### config.mk
export PLATFORM = sky130hd
export DESIGN_NAME = adcci_top
export DESIGN_NICKNAME = d
export VERILOG_FILES = /design/src/design/adcci_pkg.sv /design/src/design/adcci_top.sv
export VERILOG_INCLUDE_DIRS = /design/src /design/src/design
export SDC_FILE = /design/constraint.sdc
export NUM_CORES = 1
export LEC_CHECK = 0
export ABC_AREA = 1
export BUFFER_PORTS_ARGS = -buffer_cell sky130_fd_sc_hd__buf_2
export CAP_MARGIN = 20
export CORE_ASPECT_RATIO = 0.7
export CORE_MARGIN = 2
export CORE_UTILIZATION = 55
export CTS_BUF_LIST = sky130_fd_sc_hd__clkbuf_4 sky130_fd_sc_hd__clkbuf_8 sky130_fd_sc_hd__clkbuf_16
export DETAILED_ROUTE_END_ITERATION = 7
export PLACE_DENSITY = 0.83
export SYNTH_ARGS = -nofsm -noshare
export SYNTH_HDL_FRONTEND = slang
export SYNTH_SLANG_ARGS = --single-unit
### constraint.sdc
create_clock -name clk -period 3.1 [get_ports clk]
set_input_delay 0.31 -clock clk [delete_from_list [all_inputs] [get_ports clk]]
set_output_delay 0.31 -clock clk [all_outputs]
set_load 0.05 [all_outputs]
### src/design/adcci_consts.svh
// register indices, field positions, window modes, reset values and bus answers for the conversion control block
`ifndef ADCCI_CONSTS_SVH
`define ADCCI_CONSTS_SVH

// register indices; the byte address on the bus is four times the index
`define ADCCI_IDX_CONTROL      6'h00
`define ADCCI_IDX_WINDOW_MODE  6'h04
`define ADCCI_IDX_COMMAND      6'h08
`define ADCCI_IDX_EVENT_CTRL   6'h09
`define ADCCI_IDX_INT_ENABLE   6'h0a
`define ADCCI_IDX_INT_FLAGS    6'h0b
`define ADCCI_IDX_RESULT       6'h10
`define ADCCI_IDX_WIN_LOW      6'h12
`define ADCCI_IDX_WIN_HIGH     6'h14

// field positions
`define ADCCI_BIT_FREE_RUN     0
`define ADCCI_BIT_START        0
`define ADCCI_BIT_EVENT_EN     0
`define ADCCI_BIT_RESULT_READY 0
`define ADCCI_BIT_WINDOW_MATCH 1

// window mode encodings
`define ADCCI_WIN_NONE         3'h0
`define ADCCI_WIN_BELOW        3'h1
`define ADCCI_WIN_ABOVE        3'h2
`define ADCCI_WIN_INSIDE       3'h3
`define ADCCI_WIN_OUTSIDE      3'h4

// reset values
`define ADCCI_RST_BYTE         8'h00
`define ADCCI_RST_WORD         16'h0000

// bus answers
`define ADCCI_RESP_OKAY        2'h0
`define ADCCI_RESP_SLVERR      2'h2

`endif

### src/design/adcci_pkg.sv
// types shared by the conversion control block and its bench
package adcci_pkg;

  typedef enum logic {
    adcci_idle,
    adcci_busy
  } adcci_state_type;

  // end-of-conversion report from the converter core
  typedef struct packed {
    logic        done;
    logic [15:0] value;
  } adcci_result_type;

  typedef struct packed {
    logic        free_run;
    logic [2:0]  window_mode;
    logic        event_en;
    logic [1:0]  int_enable;
    logic [1:0]  int_flags;
    logic [15:0] result;
    logic [15:0] win_low;
    logic [15:0] win_high;
  } adcci_regs_type;

endpackage : adcci_pkg

### src/design/adcci_top.sv
// conversion command, event trigger and interrupt logic with an AXI4-Lite register slave
//
// Summary of operation
// - writing one to the start bit begins one conversion
// - in free-running mode that write launches only the first of the series
// - start bit reads one while converting, cleared by hardware at completion unless free-running mode is set
// - with event enable set an event starts a conversion; otherwise ignored
// - interrupt enable bit 1 enables the window match request
// - interrupt enable bit 0 enables the result ready request
// - window match flag, bit 1, set at completion when result meets mode
// - window comparison evaluated once, at the end of each conversion
// - window flag cleared by writing one, reading result or reading flags; zero no effect
// - result ready flag, bit 0, set whenever a conversion completes
// - result flag cleared by writing one, reading result or reading flags; zero no effect
// - window modes: none, below, above, strictly inside, outside; others reserved
// - thresholds compare the final accumulated value, never single samples
`include "adcci_consts.svh"
`timescale 1ns/10ps
`default_nettype none

module adcci_top (
  input  wire logic                      clk,
  input  wire logic                      rst,
  input  wire logic [7:0]                s_axi_awaddr,
  input  wire logic                      s_axi_awvalid,
  output var  logic                      s_axi_awready,
  input  wire logic [31:0]               s_axi_wdata,
  input  wire logic [3:0]                s_axi_wstrb,
  input  wire logic                      s_axi_wvalid,
  output var  logic                      s_axi_wready,
  output var  logic [1:0]                s_axi_bresp,
  output var  logic                      s_axi_bvalid,
  input  wire logic                      s_axi_bready,
  input  wire logic [7:0]                s_axi_araddr,
  input  wire logic                      s_axi_arvalid,
  output var  logic                      s_axi_arready,
  output var  logic [31:0]               s_axi_rdata,
  output var  logic [1:0]                s_axi_rresp,
  output var  logic                      s_axi_rvalid,
  input  wire logic                      s_axi_rready,
  input  wire logic                      start_event,
  input  wire adcci_pkg::adcci_result_type conv_report,
  output var  logic                      conv_start,
  output var  logic                      conv_busy,
  output var  logic                      irq_result_ready,
  output var  logic                      irq_window_match,
  output var  logic                      irq
);

  function automatic logic [15:0] merge16(input logic [15:0] old,
                                          input logic [31:0] data,
                                          input logic [3:0]  strb);
    logic [15:0] res;
    res = old;
    if (strb[0]) begin
      res[7:0] = data[7:0];
    end
    if (strb[1]) begin
      res[15:8] = data[15:8];
    end
    return res;
  endfunction : merge16

  // thresholds and result share one format; reserved modes never match
  function automatic logic window_hit(input logic [2:0]  mode,
                                      input logic [15:0] value,
                                      input logic [15:0] low,
                                      input logic [15:0] high);
    logic hit;
    hit = 1'b0;
    case (mode)
      `ADCCI_WIN_BELOW:   hit = value < low;
      `ADCCI_WIN_ABOVE:   hit = value > high;
      `ADCCI_WIN_INSIDE:  hit = (value > low) && (value < high);
      `ADCCI_WIN_OUTSIDE: hit = (value < low) || (value > high);
      default:            hit = 1'b0;
    endcase
    return hit;
  endfunction : window_hit

  // one decode serves both bus directions, so writes and reads refuse the same holes
  function automatic logic reg_mapped(input logic [5:0] index);
    logic hit;
    hit = 1'b0;
    case (index)
      `ADCCI_IDX_CONTROL,
      `ADCCI_IDX_WINDOW_MODE,
      `ADCCI_IDX_COMMAND,
      `ADCCI_IDX_EVENT_CTRL,
      `ADCCI_IDX_INT_ENABLE,
      `ADCCI_IDX_INT_FLAGS,
      `ADCCI_IDX_RESULT,
      `ADCCI_IDX_WIN_LOW,
      `ADCCI_IDX_WIN_HIGH: hit = 1'b1;
      default:             hit = 1'b0;
    endcase
    return hit;
  endfunction : reg_mapped

  adcci_pkg::adcci_state_type state;
  adcci_pkg::adcci_state_type next_state;
  adcci_pkg::adcci_regs_type  regs;
  adcci_pkg::adcci_regs_type  next_regs;

  logic        aw_held;
  logic        w_held;
  logic [5:0]  aw_index;
  logic [31:0] w_data;
  logic [3:0]  w_strb;
  logic        next_aw_held;
  logic        next_w_held;
  logic [5:0]  next_aw_index;
  logic [31:0] next_w_data;
  logic [3:0]  next_w_strb;

  logic        next_awready;
  logic        next_wready;
  logic        next_bvalid;
  logic [1:0]  next_bresp;
  logic        next_arready;
  logic        next_rvalid;
  logic [31:0] next_rdata;
  logic [1:0]  next_rresp;
  logic        next_conv_start;
  logic        next_conv_busy;
  logic        next_irq_result_ready;
  logic        next_irq_window_match;
  logic        next_irq;

  always_comb begin
    logic [5:0] rd_index;
    logic       sw_start;
    logic       ev_start;
    logic [1:0] flag_clear;
    logic [1:0] flag_set;
    rd_index   = s_axi_araddr[7:2];
    sw_start   = 1'b0;
    ev_start   = 1'b0;
    flag_clear = 2'b00;
    flag_set   = 2'b00;

    next_state            = state;
    next_regs             = regs;
    next_aw_held          = aw_held;
    next_w_held           = w_held;
    next_aw_index         = aw_index;
    next_w_data           = w_data;
    next_w_strb           = w_strb;
    next_awready          = s_axi_awready;
    next_wready           = s_axi_wready;
    next_bvalid           = s_axi_bvalid;
    next_bresp            = s_axi_bresp;
    next_arready          = s_axi_arready;
    next_rvalid           = s_axi_rvalid;
    next_rdata            = s_axi_rdata;
    next_rresp            = s_axi_rresp;
    next_conv_start       = 1'b0;

    // write address and data are taken in either order and held until both are present
    if (s_axi_awvalid && s_axi_awready) begin
      next_aw_held  = 1'b1;
      next_aw_index = s_axi_awaddr[7:2];
      next_awready  = 1'b0;
    end
    if (s_axi_wvalid && s_axi_wready) begin
      next_w_held = 1'b1;
      next_w_data = s_axi_wdata;
      next_w_strb = s_axi_wstrb;
      next_wready = 1'b0;
    end

    if (aw_held && w_held && !s_axi_bvalid) begin
      next_aw_held = 1'b0;
      next_w_held  = 1'b0;
      next_bvalid  = 1'b1;
      next_bresp   = reg_mapped(aw_index) ? `ADCCI_RESP_OKAY : `ADCCI_RESP_SLVERR;
      case (aw_index)
        `ADCCI_IDX_CONTROL: begin
          if (w_strb[0]) begin
            next_regs.free_run = w_data[`ADCCI_BIT_FREE_RUN];
          end
        end
        `ADCCI_IDX_WINDOW_MODE: begin
          if (w_strb[0]) begin
            next_regs.window_mode = w_data[2:0];
          end
        end
        `ADCCI_IDX_COMMAND: begin
          // a zero cannot abort; a one while busy is ignored
          sw_start = w_strb[0] && w_data[`ADCCI_BIT_START];
        end
        `ADCCI_IDX_EVENT_CTRL: begin
          if (w_strb[0]) begin
            next_regs.event_en = w_data[`ADCCI_BIT_EVENT_EN];
          end
        end
        `ADCCI_IDX_INT_ENABLE: begin
          if (w_strb[0]) begin
            next_regs.int_enable = w_data[1:0];
          end
        end
        `ADCCI_IDX_INT_FLAGS: begin
          if (w_strb[0]) begin
            flag_clear = flag_clear | w_data[1:0];
          end
        end
        `ADCCI_IDX_RESULT: begin
        end
        `ADCCI_IDX_WIN_LOW: begin
          next_regs.win_low = merge16(regs.win_low, w_data, w_strb);
        end
        `ADCCI_IDX_WIN_HIGH: begin
          next_regs.win_high = merge16(regs.win_high, w_data, w_strb);
        end
        default: begin
          // refused: nothing is written
        end
      endcase
    end

    if (s_axi_bvalid && s_axi_bready) begin
      next_bvalid  = 1'b0;
      next_awready = 1'b1;
      next_wready  = 1'b1;
    end

    if (s_axi_arvalid && s_axi_arready) begin
      next_arready = 1'b0;
      next_rvalid  = 1'b1;
      next_rresp   = reg_mapped(rd_index) ? `ADCCI_RESP_OKAY : `ADCCI_RESP_SLVERR;
      next_rdata   = 32'h0000_0000;
      case (rd_index)
        `ADCCI_IDX_CONTROL:     next_rdata[0] = regs.free_run;
        `ADCCI_IDX_WINDOW_MODE: next_rdata[2:0] = regs.window_mode;
        `ADCCI_IDX_COMMAND:     next_rdata[0] = (state == adcci_pkg::adcci_busy);
        `ADCCI_IDX_EVENT_CTRL:  next_rdata[0] = regs.event_en;
        `ADCCI_IDX_INT_ENABLE:  next_rdata[1:0] = regs.int_enable;
        `ADCCI_IDX_INT_FLAGS: begin
          next_rdata[1:0] = regs.int_flags;
          flag_clear      = flag_clear | 2'b11;
        end
        `ADCCI_IDX_RESULT: begin
          next_rdata[15:0] = regs.result;
          flag_clear       = flag_clear | 2'b11;
        end
        `ADCCI_IDX_WIN_LOW:     next_rdata[15:0] = regs.win_low;
        `ADCCI_IDX_WIN_HIGH:    next_rdata[15:0] = regs.win_high;
        default:                next_rdata = 32'h0000_0000;
      endcase
    end

    if (s_axi_rvalid && s_axi_rready) begin
      next_rvalid  = 1'b0;
      next_arready = 1'b1;
    end

    ev_start = start_event && regs.event_en;

    unique case (state)
      adcci_pkg::adcci_idle: begin
        if (sw_start || ev_start) begin
          next_state      = adcci_pkg::adcci_busy;
          next_conv_start = 1'b1;
        end
      end
      adcci_pkg::adcci_busy: begin
        if (conv_report.done) begin
          // the report carries the finished accumulation, so the window sees only that
          next_regs.result = conv_report.value;
          flag_set[`ADCCI_BIT_RESULT_READY] = 1'b1;
          flag_set[`ADCCI_BIT_WINDOW_MATCH] = window_hit(regs.window_mode,
                                                         conv_report.value,
                                                         regs.win_low,
                                                         regs.win_high);
          if (regs.free_run) begin
            next_conv_start = 1'b1;
          end else begin
            next_state = adcci_pkg::adcci_idle;
          end
        end
      end
    endcase

    // a completion in the clearing cycle is not lost: set wins
    next_regs.int_flags = (regs.int_flags & ~flag_clear) | flag_set;

    next_irq_result_ready = next_regs.int_flags[0] && next_regs.int_enable[0];
    next_irq_window_match = next_regs.int_flags[1] && next_regs.int_enable[1];
    next_irq              = next_irq_result_ready || next_irq_window_match;

    // a free channel offers ready again; readies rise one cycle after reset release
    next_awready   = next_awready || (!aw_held && !next_aw_held && !next_bvalid);
    next_wready    = next_wready || (!w_held && !next_w_held && !next_bvalid);
    next_arready   = next_arready || !next_rvalid;
    next_conv_busy = (next_state == adcci_pkg::adcci_busy);
  end

  always_ff @(posedge clk) begin
    if (rst) begin
      state            <= adcci_pkg::adcci_idle;
      regs             <= '0;
      aw_held          <= 1'b0;
      w_held           <= 1'b0;
      aw_index         <= 6'h00;
      w_data           <= 32'h0000_0000;
      w_strb           <= 4'h0;
      s_axi_awready    <= 1'b0;
      s_axi_wready     <= 1'b0;
      s_axi_bvalid     <= 1'b0;
      s_axi_bresp      <= `ADCCI_RESP_OKAY;
      s_axi_arready    <= 1'b0;
      s_axi_rvalid     <= 1'b0;
      s_axi_rdata      <= 32'h0000_0000;
      s_axi_rresp      <= `ADCCI_RESP_OKAY;
      conv_start       <= 1'b0;
      conv_busy        <= 1'b0;
      irq_result_ready <= 1'b0;
      irq_window_match <= 1'b0;
      irq              <= 1'b0;
    end else begin
      state            <= next_state;
      regs             <= next_regs;
      aw_held          <= next_aw_held;
      w_held           <= next_w_held;
      aw_index         <= next_aw_index;
      w_data           <= next_w_data;
      w_strb           <= next_w_strb;
      s_axi_awready    <= next_awready;
      s_axi_wready     <= next_wready;
      s_axi_bvalid     <= next_bvalid;
      s_axi_bresp      <= next_bresp;
      s_axi_arready    <= next_arready;
      s_axi_rvalid     <= next_rvalid;
      s_axi_rdata      <= next_rdata;
      s_axi_rresp      <= next_rresp;
      conv_start       <= next_conv_start;
      conv_busy        <= next_conv_busy;
      irq_result_ready <= next_irq_result_ready;
      irq_window_match <= next_irq_window_match;
      irq              <= next_irq;
    end
  end

endmodule : adcci_top

`default_nettype wire

== Yosys cells after proc, flatten, opt, wreduce, memory -nomap -nowiden ==
Memory sizes are Yosys's and may differ from the RTL's. A register that Yosys moved wholly into a read port is not among the register bits.
Index checks and enable logic that the tools add are counted.

* Register bits: 113
* Latch bits: 0
* RAM bits: 0
* Bits in read-only memories: 64
* Output and inout port bits: 46
* Memories kept: 2

* Add/subtract/negate cells: 0
* Multipliers: 0
* Divide/modulo/power cells: 0
* Order comparisons: 4
* Eq/ne operators: 19
* Shift operators: 0
* Muxes and demuxes: 45
* Bitwise logic cells: 4
* Reduce and logical (&&, ||, !) cells: 40

{| class="wikitable"
|+ Memory list
! memory !! depth !! bits a word !! read ports !! clocked after memory_dff !! wr ports !! RTL line !! text
|-
| (no name shown) || 32 || 1 || 1 || 1 || 0 || adcci_top.sv:85 || <nowiki>case (index)</nowiki>
|-
| (no name shown) || 32 || 1 || 1 || 0 || 0 || adcci_top.sv:85 ||
|}

{| class="wikitable"
|+ Operators by type and width
! cell !! count
|-
| == test 6 x 4 -> 1 bit, second input constant || 8
|-
| case mux 13 bit (3 select lines) || 1
|-
| > comparator 16 bit || 2
|-
| less-than comparator 16 bit || 2
|-
| == test 6 x 5 -> 1 bit, second input constant || 5
|-
| 2-to-1 mux 1 bit || 24
|-
| 2-to-1 mux 2 bit || 12
|-
| AND reduction 3 bit || 7
|-
| logical AND 1 bit || 16
|-
| == test 6 x 3 -> 1 bit, second input constant || 2
|-
| zero test 6 bit || 2
|-
| 2-to-1 mux 5 bit || 2
|-
| case mux 1 bit (9 select lines) || 1
|-
| case mux 1 bit (4 select lines) || 2
|-
| zero test 1 bit || 7
|-
| == test 3 x 2 -> 1 bit, second input constant || 2
|-
| logical OR 1 bit || 6
|-
| case mux 1 bit (6 select lines) || 1
|-
| case mux 1 bit (2 select lines) || 2
|-
| == test 3 x 1 -> 1 bit, second input constant || 1
|-
| == test 3 bit, second input constant || 1
|-
| AND 2 bit || 1
|-
| inverter 2 bit || 1
|-
| OR 2 bit || 1
|-
| other kinds (3) || 3
|}

== Depth between registers and ports, before layout ==
Gate-level depths: netlist (run 1).

* Depth in word-level cells: 10
* Depth in mapped cells: 17
* Gate-level depth less buffers: 17

== Least setup slack after synthesis (run 1) ==
OpenSTA, ideal clock, no wires.

* Path type: register to register
* From: register s_axi_bvalid
* To: register irq
* Data arrival time: 1520 ps
* Data required time: 2986 ps
* Setup slack: 1467 ps
* Stages on the path, launching flop included: 10
* Buffers on the path: 0
* Period minus slack after synthesis: 1633 ps
* Cells stage by stage: dfxtp_1 -> inv_1 -> nand3_1 -> inv_2 -> nand2_2 -> nor2_1 -> a22oi_1 -> nor2_1 -> nand2_1 -> nand2_1

* Longest elaborated chain between the ends: 10
* Elaborated cells on any way between the ends: 12
* Those cells by class: 4 x mux; 3 x bitwise; 5 x reduce/logical

{| class="wikitable"
|+ Ends and longest elaborated chain
! item !! RTL line !! text
|-
| start, declared || adcci_top.sv:32 || <nowiki>output var logic s_axi_bvalid,</nowiki>
|-
| start signal, assigned || adcci_top.sv:330 || <nowiki>s_axi_bvalid <= next_bvalid;</nowiki>
|-
| zero test 1 bit (*) || adcci_top.sv:172 || <nowiki>if (aw_held && w_held && !s_axi_bvalid) begin</nowiki>
|-
| logical AND 1 bit (*) || adcci_top.sv:172 ||
|-
| 2-to-1 mux 2 bit || adcci_top.sv:172 ||
|-
| 2-to-1 mux 2 bit || adcci_top.sv:232 || <nowiki>case (rd_index)</nowiki>
|-
| 2-to-1 mux 2 bit || adcci_top.sv:227 || <nowiki>if (s_axi_arvalid && s_axi_arready) begin</nowiki>
|-
| inverter 2 bit || adcci_top.sv:285 || <nowiki>next_regs.int_flags = (regs.int_flags & ~flag_clear) | flag_set;</nowiki>
|-
| AND 2 bit || adcci_top.sv:285 ||
|-
| OR 2 bit || adcci_top.sv:285 ||
|-
| logical AND 1 bit, on equally long branches || adcci_top.sv:287, adcci_top.sv:288 ||
|-
| logical OR 1 bit (*) || adcci_top.sv:289 || <nowiki>next_irq = next_irq_result_ready || next_irq_window_match;</nowiki>
|-
| end signal, assigned || adcci_top.sv:340 || <nowiki>irq <= next_irq;</nowiki>
|-
| end, declared || adcci_top.sv:47 || <nowiki>output var logic irq</nowiki>
|}

Mark *: on every way between the ends. The rest lies on a longest branch, timed or not.
A chain may end at the register's enable or synchronous reset.

== Worst setup path after layout (run 1) ==
* From: register regs[9] (netlist bit)
* To: register irq

* Longest elaborated chain between the ends: 8
* Elaborated cells on any way between the ends: 10
* Those cells by class: 2 x order compare; 3 x mux; 1 x bitwise; 4 x reduce/logical

{| class="wikitable"
|+ Ends and longest elaborated chain
! item !! RTL line !! text
|-
| start, declared || adcci_top.sv:102 || <nowiki>adcci_pkg::adcci_regs_type regs;</nowiki>
|-
| start signal, assigned || adcci_top.sv:322 || <nowiki>regs <= next_regs;</nowiki>
|-
| > comparator 16 bit or less-than comparator 16 bit (tied branches) || adcci_top.sv:73, adcci_top.sv:75, adcci_top.sv:74 ||
|-
| logical OR 1 bit or logical AND 1 bit (tied branches) || adcci_top.sv:75, adcci_top.sv:74 ||
|-
| case mux 1 bit (4 select lines) (*) || adcci_top.sv:71 || <nowiki>case (mode)</nowiki>
|-
| 2-to-1 mux 2 bit (*) || adcci_top.sv:267 || <nowiki>if (conv_report.done) begin</nowiki>
|-
| 2-to-1 mux 2 bit (*) || adcci_top.sv:259 || <nowiki>unique case (state)</nowiki>
|-
| OR 2 bit (*) || adcci_top.sv:285 ||
|-
| logical AND 1 bit (*) || adcci_top.sv:288 || <nowiki>next_irq_window_match = next_regs.int_flags[1] && next_regs.int_enable[1];</nowiki>
|-
| logical OR 1 bit (*) || adcci_top.sv:289 ||
|}

Marked as above.

==> flow_metrics.tcl, run 1 <==
set metrics [dict create \
    start_util 0.560 \
    post-route-period-util 0.627 \
    post-cts-setup-buffers 0 \
    gp_congestion 0.903 \
    grt_max_degree 77 \
    power_density_nw_per_um2 468 \
    cts_num_sinks 112 \
    drv_cap 0 \
    place_ws_ns 1.09 \
    cts_inserted_buffers 9 \
    crit_path_start_kind "flip-flop" \
    required_ns 3.35 \
    worstMarginPinSlew_ns 0.660 \
    grt_usage 0.244 \
    layout-drive-gt1-share 0.222 \
    rows 31 \
    placed_area_um2 6110 \
    ys.flop_type "dfxtp_1" \
    hpwl_um 9900 \
    rsz0062_at_grt "false" \
    final_common_cell "dfxtp_1" \
    max_clock_freq_mhz 515 \
    synth_edf_count 0 \
    reg2reg_depth 16 \
    coreArea_um2 10200 \
    drc 0 \
    path_max_fanout 3 \
    ys_warn_count 0 \
    antenna_found_initial 0 \
    synth.avg_cell_area_um2 7.82 \
    syn-instance-count 733 \
    die_w_um 126 \
    first_pass_iters 5 \
    setup.worst_path.end "irq" \
    die-area_um2 11300 \
    wl_um 13200 \
    grt_overflow_total 0 \
    power_w 0.00300 \
    syn_to_final_growth_pct 11.9 \
    worstSetupPathType "reg -> reg" \
    grt_pass1_wl_um 21700 \
    port_buffers 82 \
    fin_setup_tns_ns 0 \
    cp-end-kind "flip-flop" \
    clk_pin_slew_ns 0.08 \
    ys_types 50 \
    r2r_end "irq" \
    fin_nets 911 \
    grt_pass1_vias 4385 \
    slew_violations 0 \
    cellLeakagePower_nw 2.70 \
    worstPathArrival_ns 2.20 \
    drtIter0Drc 417 \
    htree_levels 3 \
    hold_class "in -> reg" \
    io_pins 123 \
    die_y_um 89.4 \
    final-hold-violation-count 0 \
    reg2reg_from "regs[9]" \
    fin_ws_ns 1.16 \
    cts_resized 0 \
    ant_nets 0 \
    status "completed" \
    ir_drop_mv 0.263 \
    r2r_slack_ns 1.16 \
    antenna_cells 0 \
    seq_area_frac_synth 0.391 \
    wl_per_cell_um 14.0 \
    layout_common_cells "dfxtp_1, inv_1, a21oi_1" \
    synth-seq-cells 112 \
    setup_violations 0 \
    async_reset_ff_frac 0 \
    hold_buffers 0 \
    netlist_area_um2 5730 \
    cts-root-buf "clkbuf_16" \
    clock_skew_ns 0.00659 \
    post-route-min-period_ns 1.94 \
    maxSlewHeadroom 0.559 \
    via_count 4949 \
    vias_per_cell 5.27 \
    crit_start "regs[9]" \
    final_cell_area_um2 6410 \
    cts_tree "built" \
    clk-insertion-delay-late_ns 0.36 \
    cts_buffer_depth 2 \
]
==> worst max-delay path, cell delays in order (launching register included) <==
cell	delay, ns
dfxtp_1	0.33
inv_1	0.10
ha_1	0.32
nand2_1	0.07
nand2_1	0.05
nand2_1	0.05
nand2_1	0.04
a21oi_1	0.18
nand3_1	0.15
nand2_1	0.09
nand2_1	0.05
nand2_1	0.06
nand3_1	0.08
nand2_1	0.09
nand2_1	0.05
nand2_1	0.08
nand2_1	0.05
==> per-layer routing <==
metal | track usage | up-vias | share of wire | wire length (um)
met2 | 0.349 | 215 | 0.39 | 5190
met5 | 0 | - | 0 | 0
met3 | 0.0580 | 16 | 0.088 | 1150
li1 | - | 2531 | - | -
met4 | 0.0639 | 0 | 0.014 | 189
met1 | 0.367 | 2187 | 0.50 | 6640
==> final cells by class <==
| cell class | count | area [um^2] |
|---|---|---|
| Inverter | 102 | 385 |
| Sequential cell | 112 | 2240 |
| Clock inverter | 6 | 61.3 |
| Tap cell | 132 | 165 |
| Multi-Input combinational cell | 491 | 2880 |
| Timing Repair Buffer | 86 | 440 |
| Fill cell | 940 | 3830 |
| Clock buffer | 10 | 239 |
==> stage by stage <==
step	hold slack, ns	util	instances
after floorplan	0.401	-	750
after global placement	0.420	0.597	923
after detailed placement	0.418	0.597	923
after CTS	0.206	0.626	939
after global routing	0.239	0.626	939
final	0.210	0.626	939
==> registers in the layout (all words and copies together) (netlist names), 2 cells and up, named ones only <==
signal,cells
aw_index,6
regs,57
s_axi_rdata,16
w_data,16
w_strb,2
==> logic make-up (layout without fill, tap and decap cells) <==
logic type | Yosys count | in the layout | share of synthesized area
buf+inv | 147 | 204 | 0.118
fa+ha+maj | 32 | 32 | 0.0698
compound gates | 226 | 226 | 0.231
flops | 112 | 112 | 0.391
other cells | 1 | 18 | 0.000654
simple gates | 215 | 215 | 0.190
==> report_power, final <==
part           leakage (nW)  switching, W  internal, W
registers             0.908     0.0000224      0.00148
clock network         0.144      0.000561     0.000587
logic                  1.65      0.000256     0.000102
total                  2.70      0.000839      0.00216
==> worst min path at each step <==
stage / from / depth (start not counted) / endpoint
2_1_floorplan: flip-flop / 1 / s_axi_bresp[1]
3_3_place_gp: flip-flop / 1 / s_axi_bresp[1]
3_5_place_dp: flip-flop / 1 / s_axi_bresp[1]
4_1_cts: s_axi_wstrb[0] / 3 / w_strb[0]
5_1_grt: conv_report[16] / 3 / conv_start
6_report: s_axi_wstrb[0] / 3 / w_strb[0]
==> cell usage after synthesis (5+ instances only) <==
cell        n  area (um^2)
dfxtp_1   112         2240
inv_1      90          338
a21oi_1    89          445
nand2_1    84          315
o21ai_0    80          400
nor2_1     71          267
ha_1       32          400
buf_4      23          173
clkbuf_1   16         60.1
nand2_2    14         87.6
o21ai_1    11         55.1
inv_2      10         37.5
nand3_1    10         50.1
a21oi_2     9         78.8
nor2_2      6         37.5
o21ai_2     6         52.6
a22oi_2     5         62.6
nor3_1      5         25.0
(Power assumes the default switching activity.)
==> inputs of run 2 (changes only) <==
--- a/config.mk
+++ b/config.mk
@@ -6,15 +6,15 @@
 export SDC_FILE = /design/constraint.sdc
 export NUM_CORES = 1
 export LEC_CHECK = 0
-export ABC_AREA = 1
+export ABC_AREA = 0
 export BUFFER_PORTS_ARGS = -buffer_cell sky130_fd_sc_hd__buf_2
 export CAP_MARGIN = 20
 export CORE_ASPECT_RATIO = 0.7
 export CORE_MARGIN = 2
-export CORE_UTILIZATION = 55
+export CORE_UTILIZATION = 49
 export CTS_BUF_LIST = sky130_fd_sc_hd__clkbuf_4 sky130_fd_sc_hd__clkbuf_8 sky130_fd_sc_hd__clkbuf_16
 export DETAILED_ROUTE_END_ITERATION = 7
-export PLACE_DENSITY = 0.83
+export PLACE_DENSITY = 0.79
 export SYNTH_ARGS = -nofsm -noshare
 export SYNTH_HDL_FRONTEND = slang
 export SYNTH_SLANG_ARGS = --single-unit
==> constraint.sdc (replaced) <==
create_clock -name clk -period 1.58 [get_ports clk]
set_input_delay 0.158 -clock clk [delete_from_list [all_inputs] [get_ports clk]]
set_output_delay 0.158 -clock clk [all_outputs]
set_load 0.05 [all_outputs]
==> flow_metrics.tcl, run 2 <==
set metrics [dict create \
    pwr-share-seq 0.480 \
    final_cell_area_um2 7510 \
    post-route-period-util 1.45 \
    layout_common_cells "buf_4, nand2_1, dfxtp_1" \
    clock_skew_ns 0.00558 \
    hold_buffers 0 \
    cts_num_sinks 112 \
    hold_class "in -> reg" \
    drtIter0Drc 435 \
    via_count 5339 \
    clk_pin_slew_ns 0.07 \
    die_w_um 131 \
    power_density_nw_per_um2 822 \
    slew_violations 0 \
    finalNonFillerCells 983 \
    reg.largest.list "regs (57), s_axi_rdata (16), w_data (16)" \
    internal-power_w 0.00447 \
    post-route-min-period_ns 2.30 \
    syn-instance-count 657 \
    drc 0 \
    antenna_found_initial 0 \
    synth_edf_count 0 \
    fill_cells 876 \
    crit_start "regs[14]" \
    largest_reg_flops 57 \
    grt_overflow_total 0 \
    syn_to_final_growth_pct 36.1 \
    final-hold-violation-count 0 \
    reg2reg_from "regs[14]" \
    combPwrFrac 0.155 \
    hpwl_um 12000 \
    yosysMostFrequentCell "dfxtp_1" \
    p_sw_w 0.00170 \
    register_area_um2 2280 \
    synth_fa_ha_area_frac 0.0726 \
    hold_start "s_axi_wdata[6]" \
    cts_buffer_depth 2 \
    die-area_um2 12100 \
    whs_ns 0.0337 \
    synth-seq-cells 112 \
    synth_top_family_by_area "simple AND/OR/NAND/NOR gates" \
    antenna_cells 0 \
    vias_per_cell 5.43 \
    die_y_um 92.8 \
    drv_cap 0 \
    ir_drop_mv 0.537 \
    layout-drive-gt1-share 0.342 \
    path_max_fanout 3 \
    synth_commonest_cells "dfxtp_1, nand2_1, nor2_1" \
    wl_um 16600 \
    first_pass_iters 6 \
    rsz0062_at_grt "true" \
    clk-insertion-delay-late_ns 0.36 \
    violations "negative setup slack" \
    max_clock_freq_mhz 435 \
    netlist.area_leader.share 0.406 \
    port_buffers 82 \
    cts_tree "built" \
    cellLeakagePower_nw 3.19 \
    fin_nets 934 \
    worstMarginPinSlew_ns 0.605 \
    grt_max_degree 43 \
    setup_violations 7 \
    clockPowerShare 0.365 \
    coreArea_um2 11000 \
    synth_simple_gate_area_frac 0.205 \
    placed_area_um2 6870 \
    crit_path_start_kind "flip-flop" \
    ys.flop_type "dfxtp_1" \
    rows 32 \
    synth-compound-area-share 0.129 \
    r2r_slack_ns -0.72 \
    dp.cells 960 \
    synth.avg_cell_area_um2 8.40 \
    async_reset_ff_frac 0 \
    start_util 0.501 \
    seq_area_frac_synth 0.406 \
    multi_input_area_um2 3310 \
    cts-root-buf "clkbuf_16" \
    cts_inserted_buffers 9 \
    ys_types 54 \
    critical_path.max_stage_delay_ns 0.34 \
    p_sw_frac 0.276 \
    netlist_area_um2 5520 \
    synth.top_cells.by_area "dfxtp_1, mux2i_1, ha_1" \
    final_common_cell "buf_4" \
    power_w 0.00618 \
    htree_levels 3 \
    synth_xor_area_frac 0.00159 \
    crit_chain "inv_1 > ha_1 > nand4_1 > or2_1 > or3_1 > o41ai_2 > buf_4 > a21oi_1 > a2111oi_4 > nor2_1" \
    grt_usage 0.274 \
    grt_pass1_wl_um 25600 \
    grt_pass1_vias 5025 \
    cp-end-kind "flip-flop" \
    yosys.area.top_type "dfxtp_1" \
    maxSlewHeadroom 0.597 \
    required_ns 1.81 \
    worstSetupPathType "reg -> reg" \
    worstPathArrival_ns 2.53 \
    ys_warn_count 0 \
    io_pins 123 \
    ant_nets 0 \
    status "finished, violations left" \
    fin_ws_ns -0.718 \
    crit_slowest_cell "or3_1" \
    synthMuxAreaShare 0.113 \
    gp_congestion 0.892 \
    top_register "regs" \
    wl_per_cell_um 16.9 \
]
run 2: cell type report:
type	instances	area share
Sequential cell	112	0.303
Timing Repair Buffer	187	0.172
Clock inverter	2	0.00167
Clock buffer	14	0.0375
Inverter	39	0.0195
Multi-Input combinational cell	476	0.441
Tap cell	153	0.0255
run 2: final timing paths:
check	depth (start not counted)	end
worst max-delay path	10	irq_window_match
worst max register to register	10	irq_window_match
worst min register to register	1	s_axi_bresp[1]
worst min-delay path	3	w_data[6]
run 2: per-stage QoR:
step                setup slack (ns)  TNS (ns)   util
floorplan                     -0.591     -2.17      -
global placement              -0.684     -2.36  0.624
detailed placement            -0.848     -3.08  0.624
CTS                           -0.711     -2.38  0.669
global route                  -0.820     -3.51  0.682
finish                        -0.718     -2.54  0.682
run 2: metal layers:
layer  GRT usage  vias up  wire length (um)
met5           0        -                 0
met1       0.398     2523              7810
met4      0.0665        0               252
li1            -     2564                 -
met3      0.0630       29              1340
met2       0.411      223              7190
run 2: worst max-delay path: cells and delay by family (launching register included):
family,cells,cell delay (ns)
simple gates,4,0.87
buf+inv,2,0.23
fa+ha+maj,1,0.28
compound gates,3,0.46
flops,1,0.33
run 2: cells by family (layout without fill, tap and decap cells):
group | count (synthesis) | after routing
muxes | 62 | 62
other | 1 | 18
xor gates and xnor gates | 1 | 1
AOI/OAI and AO/OA | 112 | 112
buffers and inverters | 86 | 242
adders and majority gates | 32 | 32
and+or+nand+nor | 251 | 251
DFF | 112 | 112
run 2: what timing repair did:
item | CTS | global route
setup endpoints to repair | 11 | 34
setup buffers | 4 | 3
resized for setup | 38 | 23
pin swaps | 28 | 11
run 2: power by group through the flow:
stage	sequential, W	combinational (W)	clock (W)
floorplan	0.00315	0.000456	0
global placement	0.00302	0.000872	0
detailed placement	0.00303	0.000889	0
CTS	0.00296	0.000920	0.00226
global route	0.00297	0.00103	0.00236
finish	0.00297	0.000957	0.00225
